$ cat src/rtl/hrp_pkg.sv
// How it works
// RULE1 - Power cut output low turns regulator off; wake releases it to restore power.
// RULE2 - While asleep, wake pin or armed counter match requests power back.
// RULE3 - Software spaces successive writes, and write then read, by a settling gap.
// RULE4 - Crystal path divides the 4.194304 MHz input by 128 to 32.768 kHz.
// RULE5 - Slow clock source runs only while its enable bit is set.
// RULE6 - Select bit 0 picks crystal divide path, 1 picks direct oscillator.
// RULE7 - After enabling a crystal, software waits its settling time before access.
// RULE8 - With detection enabled, low battery sets its raw status flag.
// RULE9 - With abort also set, a sleep request during low battery is refused.
// RULE10 - Battery level is never evaluated while hibernated.
// RULE11 - Predivider counts slow ticks to one per second; each increments 32-bit counter.
// RULE12 - Trim value divides one second in every 64; others use nominal 0x7FFF.
// RULE13 - Trim above 0x7FFF slows the counter, below speeds it.
// RULE14 - Two 32-bit match values compare continuously; match wakes or raises event.
// RULE15 - Counter counts only when enabled; a load replaces its value any time.
// RULE16 - 64 retained 32-bit words, readable and writable, kept through hibernation.
// RULE17 - Sleep request bit starts power cut; a wake source must be armed first.
// RULE18 - Pin wake enable arms wake pin, match wake enable arms match; both allowed.
// RULE19 - After wake, raw status still shows the pending wake condition.
// RULE20 - Wake, match and low battery events are ORed into one interrupt.
// RULE21 - Raw status shows all events; mask selects interrupt; masked status shows those.
// RULE22 - Writing one to a clear bit clears that pending event.
// RULE23 - Clock select sits at bit 2 of the main control word.
// RULE24 - Match event mask bits sit at bits 1 and 0, one per comparator.
// RULE25 - Raw flags stay set until cleared; masked bit is raw AND mask.
// RULE26 - Control crossing is safe and counter value reads back without tearing.
package hrp_pkg;
    // Main control word fields
    localparam int CTL_W          = 8;
    localparam int CTL_COUNT_EN   = 0;
    localparam int CTL_SLEEP_REQ  = 1;
    localparam int CTL_CLK_SEL    = 2;
    localparam int CTL_MATCH_WAKE = 3;
    localparam int CTL_PIN_WAKE   = 4;
    localparam int CTL_FLAG_A_DET = 5;
    localparam int CTL_CLK_EN     = 6;
    localparam int CTL_FLAG_A_ABT = 7;
    localparam logic [CTL_W-1:0] CTL_RESET = 8'h00;
    // Event bit positions
    localparam int EV_W      = 4;
    localparam int EV_MATCH0 = 0;
    localparam int EV_MATCH1 = 1;
    localparam int EV_FLAG_A = 2;
    localparam int EV_WAKE   = 3;
    // Counter and predivider
    localparam int                 WORD_W       = 32;
    localparam int                 TRIM_W       = 16;
    localparam logic [TRIM_W-1:0]  TRIM_NOMINAL = 16'h7FFF;
    localparam int                 TRIM_LOG2    = 6;
    localparam int                 XTAL_DIV     = 128;
    localparam int                 MEM_WORDS    = 64;
    localparam logic [WORD_W-1:0]  MATCH_RESET  = 32'hFFFFFFFF;
    localparam logic [WORD_W-1:0]  COUNT_RESET  = 32'h00000000;
    // Synchroniser lanes
    localparam int SY_N      = 4;
    localparam int SY_XTAL   = 0;
    localparam int SY_OSC    = 1;
    localparam int SY_WAKE_N = 2;
    localparam int SY_BATLOW = 3;
    localparam logic [SY_N-1:0] SY_RESET = 4'h4;

    typedef enum logic {
        HRP_RUN,
        HRP_SLEEP
    } hrp_state_t;
endpackage

$ cat src/rtl/hrp_top.sv
`timescale 1ns/1ps
module hrp_top #(
    parameter int XTAL_DIV  = hrp_pkg::XTAL_DIV,
    parameter int MEM_WORDS = hrp_pkg::MEM_WORDS
) (
    // Clock, reset, enable
    input  wire logic                           ref_clk,
    input  wire logic                           resetn,
    input  wire logic                           clk_en,
    // Slow clock pins
    input  wire logic                           xtal_in,
    input  wire logic                           osc_in,
    // Wake pin and battery comparator
    input  wire logic                           wake_n,
    input  wire logic                           battery_low,
    // Control
    input  wire logic [hrp_pkg::CTL_W-1:0]      main_control,
    input  wire logic [hrp_pkg::TRIM_W-1:0]     predivider_trim,
    input  wire logic [hrp_pkg::WORD_W-1:0]     match_value_0,
    input  wire logic [hrp_pkg::WORD_W-1:0]     match_value_1,
    input  wire logic [hrp_pkg::WORD_W-1:0]     counter_load,
    input  wire logic                           counter_load_write,
    input  wire logic [hrp_pkg::EV_W-1:0]       event_mask,
    input  wire logic [hrp_pkg::EV_W-1:0]       event_clear,
    // Retained memory
    input  wire logic                           mem_write,
    input  wire logic [$clog2(MEM_WORDS)-1:0]   mem_addr,
    input  wire logic [hrp_pkg::WORD_W-1:0]     mem_wdata,
    output logic      [hrp_pkg::WORD_W-1:0]     retained_words,
    // Status
    output logic      [hrp_pkg::WORD_W-1:0]     counter_value,
    output logic      [hrp_pkg::EV_W-1:0]       raw_event_status,
    output logic      [hrp_pkg::EV_W-1:0]       masked_event_status,
    output logic                                irq,
    output logic                                hibernated,
    output logic                                sleep_refused,
    // Regulator enable
    output logic                                power_cut_n
);
    generate
        if (XTAL_DIV < 2 || (XTAL_DIV & (XTAL_DIV - 1)) != 0) begin : g_bad_div
            $error("XTAL_DIV must be a power of two of at least 2");
        end
        if (MEM_WORDS < 2) begin : g_bad_mem
            $error("MEM_WORDS must be at least 2");
        end
    endgenerate

    localparam int DIV_W = $clog2(XTAL_DIV);

    // Rising edge between the last two samples of a level
    function automatic logic rise(input logic now_v, input logic was_v);
        return now_v & ~was_v;
    endfunction

    // Reset release
    logic [1:0] rst_q;
    logic       rst_n;
    always_ff @(posedge ref_clk or negedge resetn) begin
        if (!resetn) begin
            rst_q <= 2'h0;
        end else begin
            rst_q <= {rst_q[0], 1'b1};
        end
    end
    assign rst_n = rst_q[1];

    // Control fields
    logic counter_enable;
    logic sleep_request;
    logic slow_clk_select;
    logic match_wake_enable;
    logic pin_wake_enable;
    logic flag_a_detect_enable;
    logic slow_clk_enable;
    logic flag_a_abort_enable;
    assign counter_enable       = main_control[hrp_pkg::CTL_COUNT_EN];
    assign sleep_request        = main_control[hrp_pkg::CTL_SLEEP_REQ];
    assign slow_clk_select      = main_control[hrp_pkg::CTL_CLK_SEL];    // [RULE23]
    assign match_wake_enable    = main_control[hrp_pkg::CTL_MATCH_WAKE];
    assign pin_wake_enable      = main_control[hrp_pkg::CTL_PIN_WAKE];
    assign flag_a_detect_enable = main_control[hrp_pkg::CTL_FLAG_A_DET];
    assign slow_clk_enable      = main_control[hrp_pkg::CTL_CLK_EN];
    assign flag_a_abort_enable  = main_control[hrp_pkg::CTL_FLAG_A_ABT];

    // Pin synchronisers; edge detect reads only the second and third stages
    logic [hrp_pkg::SY_N-1:0] sy1;
    logic [hrp_pkg::SY_N-1:0] sy2;
    logic [hrp_pkg::SY_N-1:0] sy3;
    always_ff @(posedge ref_clk or negedge rst_n) begin
        if (!rst_n) begin
            sy1 <= hrp_pkg::SY_RESET;
            sy2 <= hrp_pkg::SY_RESET;
            sy3 <= hrp_pkg::SY_RESET;
        end else if (clk_en) begin
            sy1[hrp_pkg::SY_XTAL]   <= xtal_in;
            sy1[hrp_pkg::SY_OSC]    <= osc_in;
            sy1[hrp_pkg::SY_WAKE_N] <= wake_n;
            sy1[hrp_pkg::SY_BATLOW] <= battery_low;
            sy2 <= sy1;
            sy3 <= sy2;
        end
    end

    logic xtal_rise;
    logic osc_rise;
    logic wake_pin;
    logic bat_low;
    logic wake_pin_q;
    assign xtal_rise  = rise(sy2[hrp_pkg::SY_XTAL], sy3[hrp_pkg::SY_XTAL]);
    assign osc_rise   = rise(sy2[hrp_pkg::SY_OSC], sy3[hrp_pkg::SY_OSC]);
    assign wake_pin   = ~sy2[hrp_pkg::SY_WAKE_N];
    assign wake_pin_q = ~sy3[hrp_pkg::SY_WAKE_N];
    assign bat_low    = sy2[hrp_pkg::SY_BATLOW];

    // Slow tick source
    // Crystal path counts synced input edges
    logic [DIV_W-1:0] xtal_div;
    logic             slow_tick;
    always_ff @(posedge ref_clk or negedge rst_n) begin
        if (!rst_n) begin
            xtal_div <= '0;
        end else if (clk_en) begin
            if (!slow_clk_enable || slow_clk_select) begin               // [RULE5]
                xtal_div <= '0;
            end else if (xtal_rise) begin
                xtal_div <= xtal_div + DIV_W'(1);                        // [RULE4]
            end
        end
    end

    always_comb begin
        slow_tick = 1'b0;
        if (slow_clk_enable) begin                                       // [RULE5]
            if (slow_clk_select) begin
                slow_tick = osc_rise;                                    // [RULE6]
            end else begin
                slow_tick = xtal_rise && (xtal_div == DIV_W'(XTAL_DIV - 1)); // [RULE4] [RULE6]
            end
        end
    end

    // Predivider and seconds counter
    logic [hrp_pkg::TRIM_W-1:0]    prediv;
    logic [hrp_pkg::TRIM_LOG2-1:0] sec_idx;
    logic [hrp_pkg::WORD_W-1:0]    rtc;
    logic                          sec_tick;
    logic [hrp_pkg::TRIM_W-1:0]    next_divisor;
    assign sec_tick = counter_enable && slow_tick && (prediv == '0);     // [RULE11] [RULE15]

    always_comb begin
        if (sec_idx == '1) begin
            next_divisor = predivider_trim;                              // [RULE12] [RULE13]
        end else begin
            next_divisor = hrp_pkg::TRIM_NOMINAL;                        // [RULE12]
        end
    end

    // Divisor N spans N+1 slow ticks
    always_ff @(posedge ref_clk or negedge rst_n) begin
        if (!rst_n) begin
            prediv  <= hrp_pkg::TRIM_NOMINAL;
            sec_idx <= '0;
        end else if (clk_en && counter_enable && slow_tick) begin
            if (prediv == '0) begin
                prediv  <= next_divisor;                                 // [RULE11]
                sec_idx <= sec_idx + hrp_pkg::TRIM_LOG2'(1);
            end else begin
                prediv <= prediv - hrp_pkg::TRIM_W'(1);
            end
        end
    end

    always_ff @(posedge ref_clk or negedge rst_n) begin
        if (!rst_n) begin
            rtc <= hrp_pkg::COUNT_RESET;
        end else if (clk_en) begin
            if (counter_load_write) begin
                rtc <= counter_load;                                     // [RULE15]
            end else if (sec_tick) begin
                rtc <= rtc + hrp_pkg::WORD_W'(1);                        // [RULE11]
            end
        end
    end

    // Whole-word snapshot so a reader never sees a half-updated count
    always_ff @(posedge ref_clk or negedge rst_n) begin
        if (!rst_n) begin
            counter_value <= hrp_pkg::COUNT_RESET;
        end else if (clk_en) begin
            counter_value <= rtc;                                        // [RULE26]
        end
    end

    // Match comparators
    logic [1:0] match_eq;
    logic [1:0] match_eq_q;
    logic [1:0] match_hit;
    logic [hrp_pkg::WORD_W-1:0] match_ref [2];
    assign match_ref[0] = match_value_0;
    assign match_ref[1] = match_value_1;
    for (genvar m = 0; m < 2; m++) begin : g_match
        assign match_eq[m]  = (rtc == match_ref[m]);                     // [RULE14]
        assign match_hit[m] = rise(match_eq[m], match_eq_q[m]);
    end
    always_ff @(posedge ref_clk or negedge rst_n) begin
        if (!rst_n) begin
            match_eq_q <= 2'h0;
        end else if (clk_en) begin
            match_eq_q <= match_eq;
        end
    end

    // Hibernation sequencer
    // A request while asleep is ignored
    hrp_pkg::hrp_state_t state;
    logic                sleep_req_q;
    logic                sleep_start;
    logic                flag_a_now;
    logic                wake_now;
    assign sleep_start = rise(sleep_request, sleep_req_q);               // [RULE17]
    assign flag_a_now  = flag_a_detect_enable && bat_low && (state == hrp_pkg::HRP_RUN); // [RULE8] [RULE10]
    assign wake_now    = (pin_wake_enable && wake_pin)                   // [RULE2] [RULE18]
                       || (match_wake_enable && (|match_eq));            // [RULE2] [RULE18]

    always_ff @(posedge ref_clk or negedge rst_n) begin
        if (!rst_n) begin
            state         <= hrp_pkg::HRP_RUN;
            sleep_req_q   <= 1'b0;
            sleep_refused <= 1'b0;
            power_cut_n   <= 1'b1;
            hibernated    <= 1'b0;
        end else if (clk_en) begin
            sleep_req_q   <= sleep_request;
            sleep_refused <= 1'b0;
            case (state)
                hrp_pkg::HRP_RUN: begin
                    if (sleep_start) begin
                        if ((flag_a_abort_enable && flag_a_now)          // [RULE9]
                            || !(pin_wake_enable || match_wake_enable)) begin // [RULE17]
                            sleep_refused <= 1'b1;
                        end else begin
                            state       <= hrp_pkg::HRP_SLEEP;
                            power_cut_n <= 1'b0;                         // [RULE1]
                            hibernated  <= 1'b1;
                        end
                    end
                end
                hrp_pkg::HRP_SLEEP: begin
                    if (wake_now) begin
                        state       <= hrp_pkg::HRP_RUN;
                        power_cut_n <= 1'b1;                             // [RULE1] [RULE2]
                        hibernated  <= 1'b0;
                    end
                end
                default: begin
                    state       <= hrp_pkg::HRP_RUN;
                    power_cut_n <= 1'b1;
                    hibernated  <= 1'b0;
                end
            endcase
        end
    end

    // Event flags: set beats clear in the same cycle
    logic [hrp_pkg::EV_W-1:0] ev_set;
    logic [hrp_pkg::EV_W-1:0] next_raw;
    always_comb begin
        ev_set                     = '0;
        ev_set[hrp_pkg::EV_MATCH0] = match_hit[0];                       // [RULE14]
        ev_set[hrp_pkg::EV_MATCH1] = match_hit[1];                       // [RULE14]
        ev_set[hrp_pkg::EV_FLAG_A] = flag_a_now;                         // [RULE8]
        ev_set[hrp_pkg::EV_WAKE]   = rise(wake_pin, wake_pin_q);
        next_raw = (raw_event_status & ~event_clear) | ev_set;           // [RULE22] [RULE25]
    end

    always_ff @(posedge ref_clk or negedge rst_n) begin
        if (!rst_n) begin
            raw_event_status    <= '0;
            masked_event_status <= '0;
            irq                 <= 1'b0;
        end else if (clk_en) begin
            raw_event_status    <= next_raw;                             // [RULE19] [RULE21]
            masked_event_status <= next_raw & event_mask;                // [RULE21] [RULE24] [RULE25]
            irq                 <= |(next_raw & event_mask);             // [RULE20]
        end
    end

    // Retained words; no reset so contents ride through hibernation
    logic [hrp_pkg::WORD_W-1:0] mem [MEM_WORDS];
    always_ff @(posedge ref_clk) begin
        if (clk_en && mem_write) begin
            mem[mem_addr] <= mem_wdata;                                  // [RULE16]
        end
    end

    always_ff @(posedge ref_clk or negedge rst_n) begin
        if (!rst_n) begin
            retained_words <= '0;
        end else if (clk_en) begin
            retained_words <= mem[mem_addr];                             // [RULE16]
        end
    end
endmodule

$ cat config.mk
export PLATFORM = sky130hd
export DESIGN_NAME = hrp_top
export DESIGN_NICKNAME = d
export VERILOG_FILES = /design/src/rtl/hrp_pkg.sv /design/src/rtl/hrp_top.sv
export SDC_FILE = /design/constraint.sdc
export NUM_CORES = 2
export LEC_CHECK = 0
export BUFFER_PORTS_ARGS = -buffer_cell sky130_fd_sc_hd__buf_2
export CELL_PAD_IN_SITES_DETAIL_PLACEMENT = 2
export CELL_PAD_IN_SITES_GLOBAL_PLACEMENT = 2
export CORE_UTILIZATION = 40
export CTS_BUF_LIST = sky130_fd_sc_hd__clkbuf_16
export DETAILED_ROUTE_END_ITERATION = 8
export PLACE_DENSITY = 0.8
export RECOVER_POWER = 50
export SYNTH_ARGS = -nofsm -noshare
export SYNTH_HDL_FRONTEND = slang
export SYNTH_SLANG_ARGS = --single-unit
$ cat constraint.sdc
create_clock -name ref_clk -period 10.8 [get_ports ref_clk]
set_input_delay 2.16 -clock ref_clk [delete_from_list [all_inputs] [get_ports ref_clk]]
set_output_delay 2.16 -clock ref_clk [all_outputs]
set_load 0.01 [all_outputs]
==> flow_summary.yaml <==
clocking:
  post_cts_buffers: 0
  htree_num_levels: 4
  cts_tree: "built"
  cts_hold_buf: 0
  path_clk_slew_ps: 60
  cts-resized-gates: 0
  cts_root_buf: "clkbuf_16"
  cts.sinks: 2202
  cts_buffer_depth: 3
  worst_skew_pair.late_latency_ps: 920
  cts_made_buffers: 226
worst_setup_path:
  startpoint: "clk_en"
  cp.arrival_ps: 8220
  cp_cell_sequence: "clkbuf_1, and2_1, nand2_1, buf_4, nor2_4, buf_4"
  cp_common_cell: "buf_4"
  end_kind: "register"
  max_stage_delay_ps: 1530
  required_ps: 11320
  cp_max_fo: 36
  timing.rr.end: "retained_words[12]"
  rrSetupSlack_ps: 4130
  cp-start-kind: "input pin"
  crit_type: "in -> reg"
  crit_end: "mem[43][31]"
  rr_worst_depth: 2
  cp_slowest_cell: "clkbuf_1"
  rr_startpoint: "rst_q[1]"
logic_synthesis:
  async_flop_share_pct: 6.994
  ys_warn_count: 0
  synth_nets: 5046
  synth_top_area_share_pct: 73.92
  syn_area_per_cell_um2: 17.10
  netlist_top_cells_area: "edfxtp_1 74%, a22oi_1 4.7%, dfrtp_1 4.1%"
  ys.flop_type: "edfxtp_1"
  ys_seq_elements: 2202
  synth_edf_count: 2048
  ys_types: 80
  synthCells: 4866
  syn_area_um2: 83190
  seq_area_frac_synth_pct: 78.58
  yosys.area.top_type: "edfxtp_1"
detailed_routing:
  route.detailed.drc: 0
  drt_first_pass_iters: 6
  wl_per_cell_um: 48.46
  vias: 57550
  drt_iter0_drc: 9094
  ant_nets: 0
  wl_met1_um: 129100
  avgViaCountPerCell: 7.112
  met3_length_um: 43380
  top_layer: "met5"
  wl_met2_um: 181100
  finalWirelength_um: 392100
flow_run:
  drv_cap: 39
power:
  p_leak_uw: 0.03031
  powerDensity_nw_per_um2: 198.5
  irDropWorstVdd_mv: 0.1999
floorplan:
  ios: 251
  dieArea_um2: 209800
  core_um2: 206900
  die_w_um: 458.1
  die_y_um: 458.1
  initial_core_util_pct: 40.22
  fp-row-count: 167
sta:
  slew_headroom_pct: -242.1
  drv_slew: 2291
  hold_viol: 0
  period_needed_ps: 7700
  setup-tns-final_ps: 0
  finalClockSkew_ps: 71.13
  tightest_slew_ps: 5132
  fin_crit_sh_pct: 71.29
  setup_violations: 0
  rsz0062_at_grt: "false"
  fmax_mhz: 129.9
global_routing:
  grt_pass1_vias: 59710
  grt_pass1_wl_um: 525800
  gr-total-overflow: 0
  track_usage_pct: 36.80
  antenna_found_initial: 33
  grt_max_degree: 110
layout:
  syn2layout_area_growth_pct: 14.82
  layout-drive-gt1-share_pct: 16.49
  instances_no_fill: 8091
  nNetsFinal: 5356
place:
  dp_hpwl_um: 219200
  gp_congestion: 0.8454
  numPortBuffers: 250
  dp.cells: 7643
hold_path:
  hold_path.class: "reg -> reg"
  hp-start: "rst_q[0]"
  whs_path_depth: 0
run_status:
  violations: "capacitance limit, slew limit"
  outcome: "finished with violations"
## synth_stat cells (all sizes together) (16+ instances only)
cell type  count
xnor2         37
a31oi        102
dfrtp        135
inv           21
xor2          37
o21ai        102
o211ai        36
buf          217
a21oi        173
nand2        157
dfstp         19
clkbuf       115
a22oi        521
nand4         69
mux2          82
a221oi       155
nor2b         16
nor2         192
a22o         156
edfxtp      2048
a41oi         42
mux2i         79
nor4          36
nand3         70
## cells in the final DEF, fill, tap and decap left out, drive strengths merged, types with 14 or more instances in the layout
cell type	synthesis	final
edfxtp	2048	2048
a22oi	521	521
buf	217	370
clkbuf	115	273
nor2	192	192
a21oi	173	173
nand2	157	157
a22o	156	156
a221oi	155	155
dfrtp	135	135
a31oi	102	102
o21ai	102	102
clkinv	3	101
inv	21	95
mux2	82	82
mux2i	79	79
nand3	70	70
nand4	69	69
a41oi	42	42
xor2	37	37
xnor2	37	37
o211ai	36	36
nor4	36	36
dfstp	19	19
bufinv	0	18
nor2b	16	16
and3	15	15
nor3	15	15
diode	0	14
a41o	14	14
## worst min path at each step
stage	end
after floorplan	rst_q[1]
after global placement	sy1[3]
after detailed placement	sy1[3]
after CTS	counter_value[7]
after global routing	rst_q[1]
final	rst_q[1]
## logic make-up (layout without fill, tap and decap cells)
kind of cell	count (synthesis)	in the layout	share of synthesized area, %
xor gates and xnor gates	74	74	0.7790
AOI/OAI and AO/OA	1420	1420	12.56
buffers and inverters	356	863	1.886
muxes	171	171	2.331
and+or+nand+nor	637	637	3.782
DFF	2202	2202	78.58
adders and majority gates	5	5	0.07520
other	1	15	0.004507
## through the flow
stage	power (uW)	instance area [um^2]	hold WS [ps]	worst slack, ps	util [%]
final	18960	95530	363.9	3100	46.18
after global routing	19220	95500	381.9	3037	46.17
after global placement	10940	88210	310.3	3872	42.64
after detailed placement	11050	88240	315.3	3982	42.66
after CTS	18890	95430	280.4	4903	46.13
after floorplan	10340	83190	331.2	5408	-
## flip-flops by register name, indices dropped and copies added (netlist names), 3 cells and up
name and count:
xtal_div 7, retained_words 32, counter_value 32, rtc 32
masked_event_status 4, sy3 3, sy1 4, prediv 16
raw_event_status 4, sy2 4, sec_idx 6, mem 2048
## final cells by class
cell class | instances | area, um^2
Clock buffer | 229 | 5731
Clock inverter | 196 | 1463
Tap cell | 2704 | 3383
Multi-Input combinational cell | 2308 | 16820
Inverter | 24 | 90.09
Fill cell | 19010 | 111300
Sequential cell | 2202 | 65380
Timing Repair Buffer | 414 | 2625
Antenna cell | 14 | 35.03
## worst max-delay path, delay by kind of cell
kind / cells / cell delay, ps
AND/OR/NAND/NOR: 3 / 3180
buffers and inverters: 3 / 2720
## per-layer routing
metal,global-route usage [%],up-vias
li1,-,20680
met5,0,-
met1,42.25,29800
met3,9.340,1711
met4,30.26,26
met2,58.24,5325
## power by group
group | total (uW) | switching [uW] | internal (uW)
sequential | 9670 | 184 | 9490
combinational | 1290 | 931 | 359
clock | 8000 | 3720 | 4280
Power figures use the tool's default switching activity.
